**src/hdl/timer_cmp_params.svh**
```systemverilog
// Constants of the compare, single-pulse and PWM timer block.
// Assumes inclusion by bare name from the design modules.
`ifndef TIMER_CMP_PARAMS_SVH
`define TIMER_CMP_PARAMS_SVH

// ----------------------------------------------------------------------------
// Register offsets
// ----------------------------------------------------------------------------
`define TMR_OFS_CTRL_ONE     4'h0
`define TMR_OFS_CTRL_TWO     4'h1
`define TMR_OFS_FLAGS        4'h2
`define TMR_OFS_CMP1_HIGH    4'h3
`define TMR_OFS_CMP1_LOW     4'h4
`define TMR_OFS_CMP2_HIGH    4'h5
`define TMR_OFS_CMP2_LOW     4'h6
`define TMR_OFS_CAP1_HIGH    4'h7
`define TMR_OFS_CAP1_LOW     4'h8
`define TMR_OFS_CAP2_HIGH    4'h9
`define TMR_OFS_CAP2_LOW     4'ha
`define TMR_OFS_COUNT_HIGH   4'hb
`define TMR_OFS_COUNT_LOW    4'hc

// ----------------------------------------------------------------------------
// Flag register bit positions
// ----------------------------------------------------------------------------
`define TMR_FLG_CAP_ONE      7
`define TMR_FLG_MATCH_ONE    6
`define TMR_FLG_CAP_TWO      4
`define TMR_FLG_MATCH_TWO    3

// ----------------------------------------------------------------------------
// Reset and reload values
// ----------------------------------------------------------------------------
`define TMR_CMP_RESET        16'h8000
`define TMR_CNT_RESTART      16'hfffc
`define TMR_CAP_PULSE_VALUE  16'hfffd
`define TMR_CTRL_RESET       8'h00

// ----------------------------------------------------------------------------
// Prescaler terminal masks for divide by 2, 4 and 8
// ----------------------------------------------------------------------------
`define TMR_DIV2_MASK        3'h1
`define TMR_DIV4_MASK        3'h3
`define TMR_DIV8_MASK        3'h7

`endif

```
**src/hdl/timer_cmp_pkg.sv**
```systemverilog
// Types of the compare, single-pulse and PWM timer block.
// Assumes the constants header is on the include path.
package timer_cmp_pkg;

	// ------------------------------------------------------------------------
	// Tick source and control layouts
	// ------------------------------------------------------------------------
	typedef enum logic [1:0] {
		TICK_DIV2 = 2'b00,
		TICK_DIV4 = 2'b01,
		TICK_DIV8 = 2'b10,
		TICK_EXT  = 2'b11
	} tick_sel_t;

	typedef struct packed {
		logic capture_irq_enable;
		logic compare_irq_enable;
		logic overflow_irq_enable;
		logic force_level_two;
		logic force_level_one;
		logic level_after_match_two;
		logic capture_edge_one;
		logic level_after_match_one;
	} ctrl_one_t;

	typedef struct packed {
		logic      pin_one_output_enable;
		logic      pin_two_output_enable;
		logic      single_pulse_select;
		logic      pwm_select;
		tick_sel_t tick_source_select;
		logic      capture_edge_two;
		logic      ext_edge_rising;
	} ctrl_two_t;

	// ------------------------------------------------------------------------
	// Register port request
	// ------------------------------------------------------------------------
	typedef struct packed {
		logic [3:0] addr;
		logic [7:0] wdata;
		logic       wr;
		logic       rd;
	} reg_req_t;

endpackage

```
**src/hdl/tick_source.sv**
```systemverilog
// Timer tick generator: CPU clock prescaler or synchronised external clock.
// Assumes the external pin is asynchronous and at most a quarter of the clock rate.
`include "timer_cmp_params.svh"

module tick_source (
	input  wire logic                     i_ref_clk, // CPU clock
	input  wire logic                     i_srst,    // Synchronous reset
	input  wire timer_cmp_pkg::tick_sel_t i_sel,     // Tick source select
	input  wire logic                     i_rising,  // External active edge is rising
	input  wire logic                     i_ext_pin, // External tick pin
	output logic                          o_tick     // One-cycle tick pulse
);

	typedef struct packed {
		logic [2:0] div;
		logic       s1;
		logic       s2;
		logic       prev;
		logic       tick;
	} tick_state_t;

	tick_state_t q;
	tick_state_t d;

	always_comb begin
		d      = q;
		d.div  = q.div + 3'h1;
		d.s1   = i_ext_pin;
		d.s2   = q.s1;
		d.prev = q.s2;
		unique case (i_sel)
			timer_cmp_pkg::TICK_DIV2: d.tick = ((q.div & `TMR_DIV2_MASK) == `TMR_DIV2_MASK);
			timer_cmp_pkg::TICK_DIV4: d.tick = ((q.div & `TMR_DIV4_MASK) == `TMR_DIV4_MASK);
			timer_cmp_pkg::TICK_DIV8: d.tick = ((q.div & `TMR_DIV8_MASK) == `TMR_DIV8_MASK);
			timer_cmp_pkg::TICK_EXT:  d.tick = i_rising ? (q.s2 & ~q.prev) : (~q.s2 & q.prev);
		endcase
	end

	always_ff @(posedge i_ref_clk) begin
		if (i_srst) begin
			q <= '0;
		end else begin
			q <= d;
		end
	end

	assign o_tick = q.tick;

endmodule

```
**src/hdl/compare_channel.sv**
```systemverilog
// One compare channel: WIDTH-bit value register written a byte at a time, write inhibit and match detect.
// Assumes the probe value is already aligned to the selected prescale.
`include "timer_cmp_params.svh"

module compare_channel #(
	parameter int WIDTH = 16
) (
	input  wire logic             i_ref_clk,  // CPU clock
	input  wire logic             i_srst,     // Synchronous reset
	input  wire logic             i_wr_high,  // Write strobe, high byte
	input  wire logic             i_wr_low,   // Write strobe, low byte
	input  wire logic [7:0]       i_data,     // Write data
	input  wire logic             i_tick,     // Timer tick
	input  wire logic [WIDTH-1:0] i_probe,    // Count value to compare with
	output logic [WIDTH-1:0]      o_value,    // Stored compare value
	output logic                  o_match     // One-cycle match pulse
);

	if (WIDTH <= 8 || WIDTH > 16) begin : g_bad_width
		$error("compare_channel WIDTH must be 9 to 16");
	end

	typedef struct packed {
		logic [WIDTH-1:0] value;
		logic             inhibit;
	} cmp_state_t;

	cmp_state_t q;
	cmp_state_t d;

	// Hardware never writes the value; only the two byte strobes do.
	always_comb begin
		d = q;
		if (i_wr_high) begin
			d.value[WIDTH-1:8] = i_data[WIDTH-9:0];
			d.inhibit          = 1'b1;
		end
		if (i_wr_low) begin
			d.value[7:0] = i_data;
			d.inhibit    = 1'b0;
		end
	end

	always_ff @(posedge i_ref_clk) begin
		if (i_srst) begin
			q.value   <= WIDTH'(`TMR_CMP_RESET);
			q.inhibit <= 1'b0;
		end else begin
			q <= d;
		end
	end

	assign o_value = q.value;
	assign o_match = i_tick & ~q.inhibit & (i_probe == q.value);

endmodule

```
**src/hdl/timer_compare_pulse_pwm.sv**
```systemverilog
// Compare, single-pulse and PWM logic of a 16-bit timer, with its register port.
// Assumes a one-clock register master and asynchronous trigger and tick pins.
`include "timer_cmp_params.svh"

module timer_compare_pulse_pwm (
	input  wire logic                    i_ref_clk,             // CPU clock, 40 MHz
	input  wire logic                    i_srst,                // Synchronous reset, active high
	input  wire timer_cmp_pkg::reg_req_t i_bus,                 // Register request
	output logic [7:0]                   o_rdata,               // Read data, cycle after the read
	input  wire logic                    i_irq_mask,            // Processor interrupt mask bit
	input  wire logic                    i_external_tick_pin,   // External tick pin
	input  wire logic                    i_trigger_pin_one,     // Trigger pin one
	input  wire logic                    i_trigger_pin_two,     // Trigger pin two
	output logic                         o_waveform_pin_one,    // Waveform pin one level
	output logic                         o_waveform_pin_one_oe, // Waveform pin one drive enable
	output logic                         o_waveform_pin_two,    // Waveform pin two level
	output logic                         o_waveform_pin_two_oe, // Waveform pin two drive enable
	output logic                         o_timer_irq            // Timer interrupt request
);

	// ------------------------------------------------------------------------
	// State
	// ------------------------------------------------------------------------
	typedef struct packed {
		timer_cmp_pkg::ctrl_one_t c1;
		timer_cmp_pkg::ctrl_two_t c2;
		logic [15:0]              cnt;
		logic [15:0]              cap1;
		logic [15:0]              cap2;
		logic                     mf1;
		logic                     mf2;
		logic                     cf1;
		logic                     cf2;
		logic                     am1;
		logic                     am2;
		logic                     ac1;
		logic                     ac2;
		logic                     pin1;
		logic                     pin2;
		logic                     t1_s1;
		logic                     t1_s2;
		logic                     t1_prev;
		logic                     t2_s1;
		logic                     t2_s2;
		logic                     t2_prev;
		logic [7:0]               rdata;
		logic                     restart_pend;
	} top_state_t;

	top_state_t q;
	top_state_t d;

	// ------------------------------------------------------------------------
	// Helpers
	// ------------------------------------------------------------------------

	// Two-step flag clear with the set taking priority; returns {flag, arm}.
	function automatic logic [1:0] flag_step(
		input logic flag,
		input logic arm,
		input logic status_rd,
		input logic low_access,
		input logic set
	);
		logic f;
		logic a;
		f = flag;
		a = arm;
		if (status_rd && flag) begin
			a = 1'b1;
		end
		if (low_access && arm) begin
			f = 1'b0;
			a = 1'b0;
		end
		if (set) begin
			f = 1'b1;
		end
		return {f, a};
	endfunction

	function automatic logic edge_seen(
		input logic rising,
		input logic now,
		input logic prev
	);
		return rising ? (now & ~prev) : (~now & prev);
	endfunction

	// ------------------------------------------------------------------------
	// Decode
	// ------------------------------------------------------------------------
	logic        pwm_on;
	logic        pulse_on;
	logic        plain_on;
	logic        div2_on;
	logic        tick;
	logic        match1;
	logic        match2;
	logic        trig1_edge;
	logic        trig2_edge;
	logic [15:0] cnt_inc;
	logic [15:0] probe;
	logic [15:0] cmp1_value;
	logic [15:0] cmp2_value;
	logic        wr_cmp1_high;
	logic        wr_cmp1_low;
	logic        wr_cmp2_high;
	logic        wr_cmp2_low;
	logic        status_rd;

	assign pwm_on     = q.c2.pwm_select;
	assign pulse_on   = q.c2.single_pulse_select & ~q.c2.pwm_select;
	assign plain_on   = ~q.c2.single_pulse_select & ~q.c2.pwm_select;
	assign div2_on    = (q.c2.tick_source_select == timer_cmp_pkg::TICK_DIV2);
	assign cnt_inc    = q.cnt + 16'h0001;
	assign trig1_edge = edge_seen(q.c1.capture_edge_one, q.t1_s2, q.t1_prev) & ~pwm_on;
	assign trig2_edge = edge_seen(q.c2.capture_edge_two, q.t2_s2, q.t2_prev);

	// At divide by 2 the match lands as the counter reaches the value; at slower
	// rates it lands one count later, as the counter leaves it.
	assign probe = div2_on ? cnt_inc : q.cnt;

	assign wr_cmp1_high = i_bus.wr && (i_bus.addr == `TMR_OFS_CMP1_HIGH);
	assign wr_cmp1_low  = i_bus.wr && (i_bus.addr == `TMR_OFS_CMP1_LOW);
	assign wr_cmp2_high = i_bus.wr && (i_bus.addr == `TMR_OFS_CMP2_HIGH);
	assign wr_cmp2_low  = i_bus.wr && (i_bus.addr == `TMR_OFS_CMP2_LOW);
	assign status_rd    = i_bus.rd && (i_bus.addr == `TMR_OFS_FLAGS);

	// ------------------------------------------------------------------------
	// Tick source and compare channels
	// ------------------------------------------------------------------------
	tick_source u_tick (
		.i_ref_clk (i_ref_clk),
		.i_srst    (i_srst),
		.i_sel     (q.c2.tick_source_select),
		.i_rising  (q.c2.ext_edge_rising),
		.i_ext_pin (i_external_tick_pin),
		.o_tick    (tick)
	);

	compare_channel #(
		.WIDTH (16)
	) u_cmp1 (
		.i_ref_clk (i_ref_clk),
		.i_srst    (i_srst),
		.i_wr_high (wr_cmp1_high),
		.i_wr_low  (wr_cmp1_low),
		.i_data    (i_bus.wdata),
		.i_tick    (tick),
		.i_probe   (probe),
		.o_value   (cmp1_value),
		.o_match   (match1)
	);

	compare_channel #(
		.WIDTH (16)
	) u_cmp2 (
		.i_ref_clk (i_ref_clk),
		.i_srst    (i_srst),
		.i_wr_high (wr_cmp2_high),
		.i_wr_low  (wr_cmp2_low),
		.i_data    (i_bus.wdata),
		.i_tick    (tick),
		.i_probe   (probe),
		.o_value   (cmp2_value),
		.o_match   (match2)
	);

	// ------------------------------------------------------------------------
	// Next state
	// ------------------------------------------------------------------------
	logic                     set_m1;
	logic                     set_m2;
	logic                     set_c1;
	logic                     set_c2;
	logic                     acc_cmp1_low;
	logic                     acc_cmp2_low;
	logic                     acc_cap1_low;
	logic                     acc_cap2_low;
	timer_cmp_pkg::ctrl_one_t new_c1;

	assign set_m1 = match1 & plain_on;
	assign set_m2 = match2 & ~pwm_on;
	assign set_c1 = trig1_edge | (pwm_on & match2);
	assign set_c2 = trig2_edge;
	assign new_c1 = timer_cmp_pkg::ctrl_one_t'(i_bus.wdata);

	assign acc_cmp1_low = (i_bus.rd | i_bus.wr) && (i_bus.addr == `TMR_OFS_CMP1_LOW);
	assign acc_cmp2_low = (i_bus.rd | i_bus.wr) && (i_bus.addr == `TMR_OFS_CMP2_LOW);
	assign acc_cap1_low = (i_bus.rd | i_bus.wr) && (i_bus.addr == `TMR_OFS_CAP1_LOW);
	assign acc_cap2_low = (i_bus.rd | i_bus.wr) && (i_bus.addr == `TMR_OFS_CAP2_LOW);

	always_comb begin
		d = q;

		// Trigger pins: the first stage feeds only the second.
		d.t1_s1   = i_trigger_pin_one;
		d.t1_s2   = q.t1_s1;
		d.t1_prev = q.t1_s2;
		d.t2_s1   = i_trigger_pin_two;
		d.t2_s2   = q.t2_s1;
		d.t2_prev = q.t2_s2;

		// Counter; a restart overrides the tick increment.
		if (tick) begin
			d.cnt = cnt_inc;
		end
		if (pulse_on && trig1_edge) begin
			d.cnt = `TMR_CNT_RESTART;
		end
		// At divide by 2 the period match lands as the counter reaches the value, so it restarts a tick later.
		d.restart_pend = (q.restart_pend & pwm_on & ~tick) | (pwm_on & match2 & div2_on);
		if ((pwm_on && match2 && !div2_on) || (tick && q.restart_pend && pwm_on)) begin
			d.cnt = `TMR_CNT_RESTART;
		end

		// Capture registers.
		if (trig1_edge) begin
			d.cap1 = pulse_on ? `TMR_CAP_PULSE_VALUE : q.cnt;
		end
		if (trig2_edge) begin
			d.cap2 = q.cnt;
		end

		// Flags.
		{d.mf1, d.am1} = flag_step(q.mf1, q.am1, status_rd, acc_cmp1_low, set_m1);
		{d.mf2, d.am2} = flag_step(q.mf2, q.am2, status_rd, acc_cmp2_low, set_m2);
		{d.cf1, d.ac1} = flag_step(q.cf1, q.ac1, status_rd, acc_cap1_low, set_c1);
		{d.cf2, d.ac2} = flag_step(q.cf2, q.ac2, status_rd, acc_cap2_low, set_c2);

		// Waveform latches.
		if (plain_on) begin
			if (match1 && q.c2.pin_one_output_enable) begin
				d.pin1 = q.c1.level_after_match_one;
			end
			if (match2 && q.c2.pin_two_output_enable) begin
				d.pin2 = q.c1.level_after_match_two;
			end
		end else if (pulse_on) begin
			if (match1) begin
				d.pin1 = q.c1.level_after_match_one;
			end
			if (trig1_edge) begin
				d.pin1 = q.c1.level_after_match_two;
			end
		end else begin
			if (match1) begin
				d.pin1 = q.c1.level_after_match_one;
			end
			if (match2) begin
				d.pin1 = q.c1.level_after_match_two;
			end
		end

		// Control writes; in plain mode with the pin enabled a force takes effect at once and touches no flag.
		if (i_bus.wr && (i_bus.addr == `TMR_OFS_CTRL_ONE)) begin
			d.c1 = new_c1;
			if (plain_on) begin
				if (new_c1.force_level_one && q.c2.pin_one_output_enable) begin
					d.pin1 = new_c1.level_after_match_one;
				end
				if (new_c1.force_level_two && q.c2.pin_two_output_enable) begin
					d.pin2 = new_c1.level_after_match_two;
				end
			end
		end
		if (i_bus.wr && (i_bus.addr == `TMR_OFS_CTRL_TWO)) begin
			d.c2 = timer_cmp_pkg::ctrl_two_t'(i_bus.wdata);
		end

		// Read data stand for exactly the cycle after the strobe.
		d.rdata = 8'h00;
		if (i_bus.rd) begin
			unique case (i_bus.addr)
				`TMR_OFS_CTRL_ONE:   d.rdata = q.c1;
				`TMR_OFS_CTRL_TWO:   d.rdata = q.c2;
				`TMR_OFS_FLAGS: begin
					d.rdata[`TMR_FLG_CAP_ONE]   = q.cf1;
					d.rdata[`TMR_FLG_MATCH_ONE] = q.mf1;
					d.rdata[`TMR_FLG_CAP_TWO]   = q.cf2;
					d.rdata[`TMR_FLG_MATCH_TWO] = q.mf2;
				end
				`TMR_OFS_CMP1_HIGH:  d.rdata = cmp1_value[15:8];
				`TMR_OFS_CMP1_LOW:   d.rdata = cmp1_value[7:0];
				`TMR_OFS_CMP2_HIGH:  d.rdata = cmp2_value[15:8];
				`TMR_OFS_CMP2_LOW:   d.rdata = cmp2_value[7:0];
				`TMR_OFS_CAP1_HIGH:  d.rdata = q.cap1[15:8];
				`TMR_OFS_CAP1_LOW:   d.rdata = q.cap1[7:0];
				`TMR_OFS_CAP2_HIGH:  d.rdata = q.cap2[15:8];
				`TMR_OFS_CAP2_LOW:   d.rdata = q.cap2[7:0];
				`TMR_OFS_COUNT_HIGH: d.rdata = q.cnt[15:8];
				`TMR_OFS_COUNT_LOW:  d.rdata = q.cnt[7:0];
				default:             d.rdata = 8'h00;
			endcase
		end
	end

	// ------------------------------------------------------------------------
	// Registers
	// ------------------------------------------------------------------------
	always_ff @(posedge i_ref_clk) begin
		if (i_srst) begin
			q      <= '0;
			q.c1   <= timer_cmp_pkg::ctrl_one_t'(`TMR_CTRL_RESET);
			q.c2   <= timer_cmp_pkg::ctrl_two_t'(`TMR_CTRL_RESET);
			q.cnt  <= `TMR_CNT_RESTART;
		end else begin
			q <= d;
		end
	end

	// ------------------------------------------------------------------------
	// Outputs
	// ------------------------------------------------------------------------
	assign o_rdata               = q.rdata;
	assign o_waveform_pin_one    = q.pin1;
	assign o_waveform_pin_one_oe = q.c2.pin_one_output_enable;
	assign o_waveform_pin_two    = q.pin2;
	assign o_waveform_pin_two_oe = q.c2.pin_two_output_enable;

	// Compare flags cannot be set in PWM, so that term stays quiet there.
	assign o_timer_irq = ~i_irq_mask &
		((q.c1.compare_irq_enable & (q.mf1 | q.mf2)) |
		 (q.c1.capture_irq_enable & (q.cf1 | q.cf2)));

endmodule

```
**config.mk**
```make
export PLATFORM = sky130hd
export DESIGN_NAME = timer_compare_pulse_pwm
export DESIGN_NICKNAME = d
export VERILOG_FILES = /design/src/hdl/timer_cmp_pkg.sv /design/src/hdl/tick_source.sv /design/src/hdl/compare_channel.sv /design/src/hdl/timer_compare_pulse_pwm.sv
export VERILOG_INCLUDE_DIRS = /design/src /design/src/hdl
export SDC_FILE = /design/constraint.sdc
export NUM_CORES = 1
export LEC_CHECK = 0
export BUFFER_PORTS_ARGS = -buffer_cell sky130_fd_sc_hd__buf_4
export CORE_UTILIZATION = 55
export DETAILED_ROUTE_END_ITERATION = 16
export HOLD_SLACK_MARGIN = 0.02
export PLACE_DENSITY = 0.73
export SETUP_SLACK_MARGIN = 0.2
export SYNTH_ARGS = -nofsm -noshare
export SYNTH_HDL_FRONTEND = slang
export SYNTH_SLANG_ARGS = --single-unit
```
**constraint.sdc**
```tcl
create_clock -name i_ref_clk -period 4.4 [get_ports i_ref_clk]
set_input_delay 0.66 -clock i_ref_clk [delete_from_list [all_inputs] [get_ports i_ref_clk]]
set_output_delay 0.66 -clock i_ref_clk [all_outputs]
set_load 0.005 [all_outputs]
```
# Word level (Yosys, flattened, before mapping)
# Index checks and enable logic that the tools add are counted.
# totals
ff_bits	130
inputBits	20
# op_classes
n_eq_ne	19
reduce_logical	44
muxes	30
bitwise_logic	41
n_addsub	2
# ops
operator	n
$pmux 2 s13	2
$pmux 3 s12	1
$eq 16x16->1	2
$mux 16	2
$logic_and 1x1->1	28
$and 1x1->1	22
$mux 1	21
$eq 4x4->1 const B	5
$add 16x1->16 const B	1
$eq 4x3->1 const B	4
$reduce_or 2->1	7
$not 1->1	13
$pmux 1 s12	1
$eq 4x2->1 const B	2
$reduce_bool 2->1	4
$eq 2x2->1 const B	3
$or 1x1->1	6
$eq 4x1->1 const B	1
$logic_not 4->1	1
$mux 2	2
$pmux 1 s4	1
$add 3x1->3 const B	1
$eq 3x3->1 const B	1
$reduce_or 3->1	1
4 further kinds	4

# Depth between registers and ports, before layout
# logic_depth
word_depth	11
mapped_depth	13

# Hierarchy
# From an unflattened synthesis, not the netlist that was laid out.
# unflattened
cells_unflattened	777
hier_area_um2	6940.4
# by_module_without_submodules
mod	cells_each	area_each_um2	instances	seq_area_each_um2
timer_compare_pulse_pwm	569	4890.9	1	1781.7
compare_channel	93	893.4	2	340.3
tick_source	22	262.8	1	140.1

# Worst setup path before layout
# OpenSTA, ideal clock, no wires.
# synth_timing
path_type	reg2reg
start	reg q[64] in the netlist's numbering
end	reg q (netlist bit o_waveform_pin_one)
arrival_time_ps	3177
path_buffers	3
path_slack_ps	1101
required_ps	4277
stages_incl_launch_ff	12
cell_sequence	dfxtp_1 -> buf_6 -> or3b_1 -> buf_2 -> or3_1 -> buf_2 -> a311o_1 -> or4_4 -> nor4_4 -> mux2_4 -> a22oi_2 -> o2bb2ai_2
# synth_via
elab_chain_len	11
elab_cells_between_ends	16
# synth_lines
element	line	rtl
from (decl)	timer_compare_pulse_pwm.sv:50	top_state_t q;
$add 16x1->16	timer_compare_pulse_pwm.sv:116	assign cnt_inc = q.cnt + 16'h0001;
$mux 16 (*)	timer_compare_pulse_pwm.sv:122	assign probe = div2_on ? cnt_inc : q.cnt;
$eq 16x16->1	compare_channel.sv:54	assign o_match = i_tick & ~q.inhibit & (i_probe == q.value);
$and 1x1->1	compare_channel.sv:54	
$mux 1	timer_compare_pulse_pwm.sv:241, timer_compare_pulse_pwm.sv:248	
$mux 1, on equally long branches	timer_compare_pulse_pwm.sv:251, timer_compare_pulse_pwm.sv:244	
$mux 1	timer_compare_pulse_pwm.sv:240	end else if (pulse_on) begin
$mux 1 (*)	timer_compare_pulse_pwm.sv:233	if (plain_on) begin
$mux 1	timer_compare_pulse_pwm.sv:260	if (new_c1.force_level_one && q.c2.pin_one_output_enable) begin
$mux 2	timer_compare_pulse_pwm.sv:259	if (plain_on) begin
$mux 2 (*)	timer_compare_pulse_pwm.sv:257	if (i_bus.wr && (i_bus.addr == `TMR_OFS_CTRL_ONE)) begin
# Mark *: on every way between the ends. The rest lies on a longest branch, timed or not.
# A chain may end at the register's enable or synchronous reset.

# Final worst setup path
# layout_timing
start	reg q[57] in the netlist's numbering
end	reg q (netlist bit o_waveform_pin_one)
# The elaborated chain is that of the path after synthesis.

==> results.md <==
- Via density: 6.36
- Hold path depth: 1
- Critical path fanouts, max: 13
- Area leader, netlist: dfxtp_1
- Leakage: 3.03 nW
- Critical-path cell list: nand3_1 -> or2_1 -> nor4_1 -> xnor2_1 -> o221ai_1 -> nor4_4 -> mux2_4 -> a22oi_2 -> o2bb2ai_2
- Die Y: 114 um
- Syn Area/Cell: 8.15 um^2
- Chip width: 114 um
- First-pass GRT wire length: 34.8 mm
- Flip-flop and latch area: 0.00260 mm^2
- NumNets Final: 858
- Routed Antenna Nets: 0
- Fillers: 1070
- Cts bufs inserted: 17
- Switching Share: 26.2%
- Asr flop ratio synth: 0%
- Setup_tns: 0 ns
- Top-Level Pins: 33
- Overall power: 2.80 mW
- Cell Count, Final, Fillers Out: 1016
- Worst Skew: 0.00835 ns
- Share of cells above drive strength 1: 11.4%
- Critical path buffers and inverters: 0
- P_sw: 0.734 mW
- RSZ-0062 raised after global routing: no
- Tightest Hold Check Type: reg2reg
- Sequential-to-total area share from yosys stat: 37.8%
- CP startpoint kind: flop
- Pwr Density: 364 mW/mm^2
- Vias in the first global route: 5987
- Slew @ Worst Pin: 0.891 ns
- Pins Over Slew Limit: 0
- Slew HR: 40.4%
- Mapped Area: 0.00688 mm^2
- Gr ovfl total: 0
- Final Setup Violations: 0
- Max-cap violations: 0
- Final HPWL DP: 16.3 mm
- Required time of the critical path: 4.71 ns
- PostCTS Resize Cnt: 0
- Hold Fails Final Rpt: 0
- Status: completed
- First drt pass iteration count: 7
- Clock slew at reported path FFs: 0.07 ns
- Initial Utilization: 56.8%
- Reg2Reg Depth: 9
- Cell area after layout: 0.00770 mm^2
- Placed cells: 984
- Syn nets: 867
- DR WL/cell: 22.6 um
- Sequential power share: 43.9%
- Crit path capture type: flop
- Gpl congestion: 1.00
- Core Region: 0.0121 mm^2
- Largest net degree at the start of global routing: 65
- Clock Tree Root: clkbuf_16
- Synth Instances: 844
- All-layer global routing usage: 36.3%
- Max incr delay on CP: 0.73 ns
- H-tree depth: 4
- Clock Latency Late Sink: 0.43 ns
- Main synth FF type: dfxtp_1
- Sink Count: 130
- VDD IR-drop max: 0.374 mV
- Hold_buf cts: 0
- Placed instance area: 0.00713 mm^2
- Clock Path Buffers: 2
- Crit path max-delay family: simple AND/OR/NAND/NOR gates
- Ant diodes: 0
- CTS tree: yes
- Share of the synthesized area in the top cell type: 37.8%
- Post-synth EDFFs: 0
- Buffers on Ports: 32
- DRT iter0 DRCs: 848
- Yosys warns: 0
- Critical Path Slowest Stage Cell: nor4_1
- Area delta synth->final: 12.0%
- Tmin final: 3.83 ns
- Critical path arrival: 4.13 ns
- Final period util: 87.0%
- Antenna violations before repair: 0
- Yosys cell types: 65
- Area of the multi-input gates: 0.00391 mm^2
- Fmax: 261 MHz
- Internal: 2.07 mW
- Rows: 40
- Synth top area cells: dfxtp_1 (38%), mux2i_1 (7.1%), nor2_1 (6.1%)
- Critical path depth in cells: 9
- WS Path Type: reg2reg
- Logic gate share of total power: 7.1%
- Die area: 0.0130 mm^2
- Routed vias: 6463
- # Post-CTS Setup Buffers: 0
- Yosys reg bits: 130
- Clock network power share: 49.1%
- WL final: 22.9 mm
- DRC: 0
[through the flow]
step	setup slack [ns]	hold WS [ns]	util (%)
floorplan	1.10	0.414	-
global placement	0.709	0.421	58.8
detailed placement	0.676	0.436	58.8
CTS	0.665	0.441	63.6
global route	0.452	0.451	63.6
finish	0.574	0.442	63.6
[cells by family after synthesis]
kind of cell    Yosys count  synth area share [%]
flops                   130                  37.8
simple gates            348                  24.4
xor+xnor                 55                  7.01
fa+ha+maj                 3                 0.546
buf+inv                  87                  5.39
compound gates          164                  15.8
mux                      57                  8.99
[layout by cell type, fill, tap and decap left out, types with 8 or more instances in the layout]
cell type / synthesis / layout
buf_4: 8 / 48
nor2_1: 111 / 111
nand4_1: 12 / 12
a22o_1: 8 / 8
mux2i_1: 49 / 49
nor2b_1: 32 / 32
nor3_1: 12 / 12
o21ai_0: 19 / 19
and3_1: 8 / 8
xor2_1: 19 / 19
a211oi_1: 19 / 19
dfxtp_1: 130 / 130
clkbuf_16: 0 / 17
xnor2_1: 36 / 36
nand3_1: 32 / 32
nand2_1: 92 / 92
a21oi_1: 60 / 58
nor4_1: 8 / 8
inv_1: 11 / 11
[path summary, 6_finish.rpt]
| kind | from | endpoint | slack [ns] |
|---|---|---|---|
| setup / recovery | q[57]$_SDFFE_PP0P_ | o_waveform_pin_one$_SDFF_PP0_ | 0.57 |
| setup reg to reg | q[57]$_SDFFE_PP0P_ | o_waveform_pin_one$_SDFF_PP0_ | 0.57 |
| hold reg to reg | d[13]$_SDFF_PP0_ | d[12]$_SDFF_PP0_ | 0.44 |
| hold / removal | d[13]$_SDFF_PP0_ | d[12]$_SDFF_PP0_ | 0.44 |
[area by class of cell]
type                       count  share of cell area, %
tap                          168                   2.73
inverter                      11                  0.536
timing repair buffer          48                   4.68
clock inverter                14                   1.87
sequential                   130                   33.8
clock buffer                  18                   5.57
multi-input combinational    627                   50.8
[power by group through the flow]
stage | Clock [mW] | Combinational [mW] | Sequential (mW)
2_1_floorplan | 0 | 0.136 | 1.24
3_3_place_gp | 0 | 0.190 | 1.25
4_1_cts | 1.38 | 0.193 | 1.23
3_5_place_dp | 0 | 0.191 | 1.25
5_1_grt | 1.44 | 0.213 | 1.23
6_report | 1.38 | 0.198 | 1.23
[sequential cells by signal, indices dropped and copies added, names as in the netlist, 2 cells and up]
signal,cells
u_tick.d,2
u_cmp1.o_value,16
q,72
u_cmp2.o_value,16
d,4
o_rdata,8
u_tick.q,4
[Yosys cell counts (all sizes together), types with 4 or more instances]
master	n
nand2	92
o21ai	20
mux2i	49
nor3b	4
nor3	12
a221oi	4
inv	11
nor2b	32
and2	8
xnor2	36
nand3b	7
clkbuf	55
nor4	10
a31oi	7
nand3	32
a22o	8
a21oi	60
dfxtp	130
a32oi	7
buf	21
nand4	12
and3	8
nor2	111
mux2	5
a22oi	8
xor2	19
nand2b	6
a211oi	19
[per-layer routing]
layer | wire length, um | up-vias | GRT usage (%) | part of all wire (%)
li1 | - | 2935 | - | -
met1 | 9600 | 3059 | 48.9 | 42
met2 | 10000 | 390 | 54.2 | 44
met3 | 2350 | 79 | 10.2 | 10
met4 | 917 | 0 | 15.8 | 4.0
met5 | 0 | - | 0 | 0
Note: power is estimated with default switching activity, not from simulation.
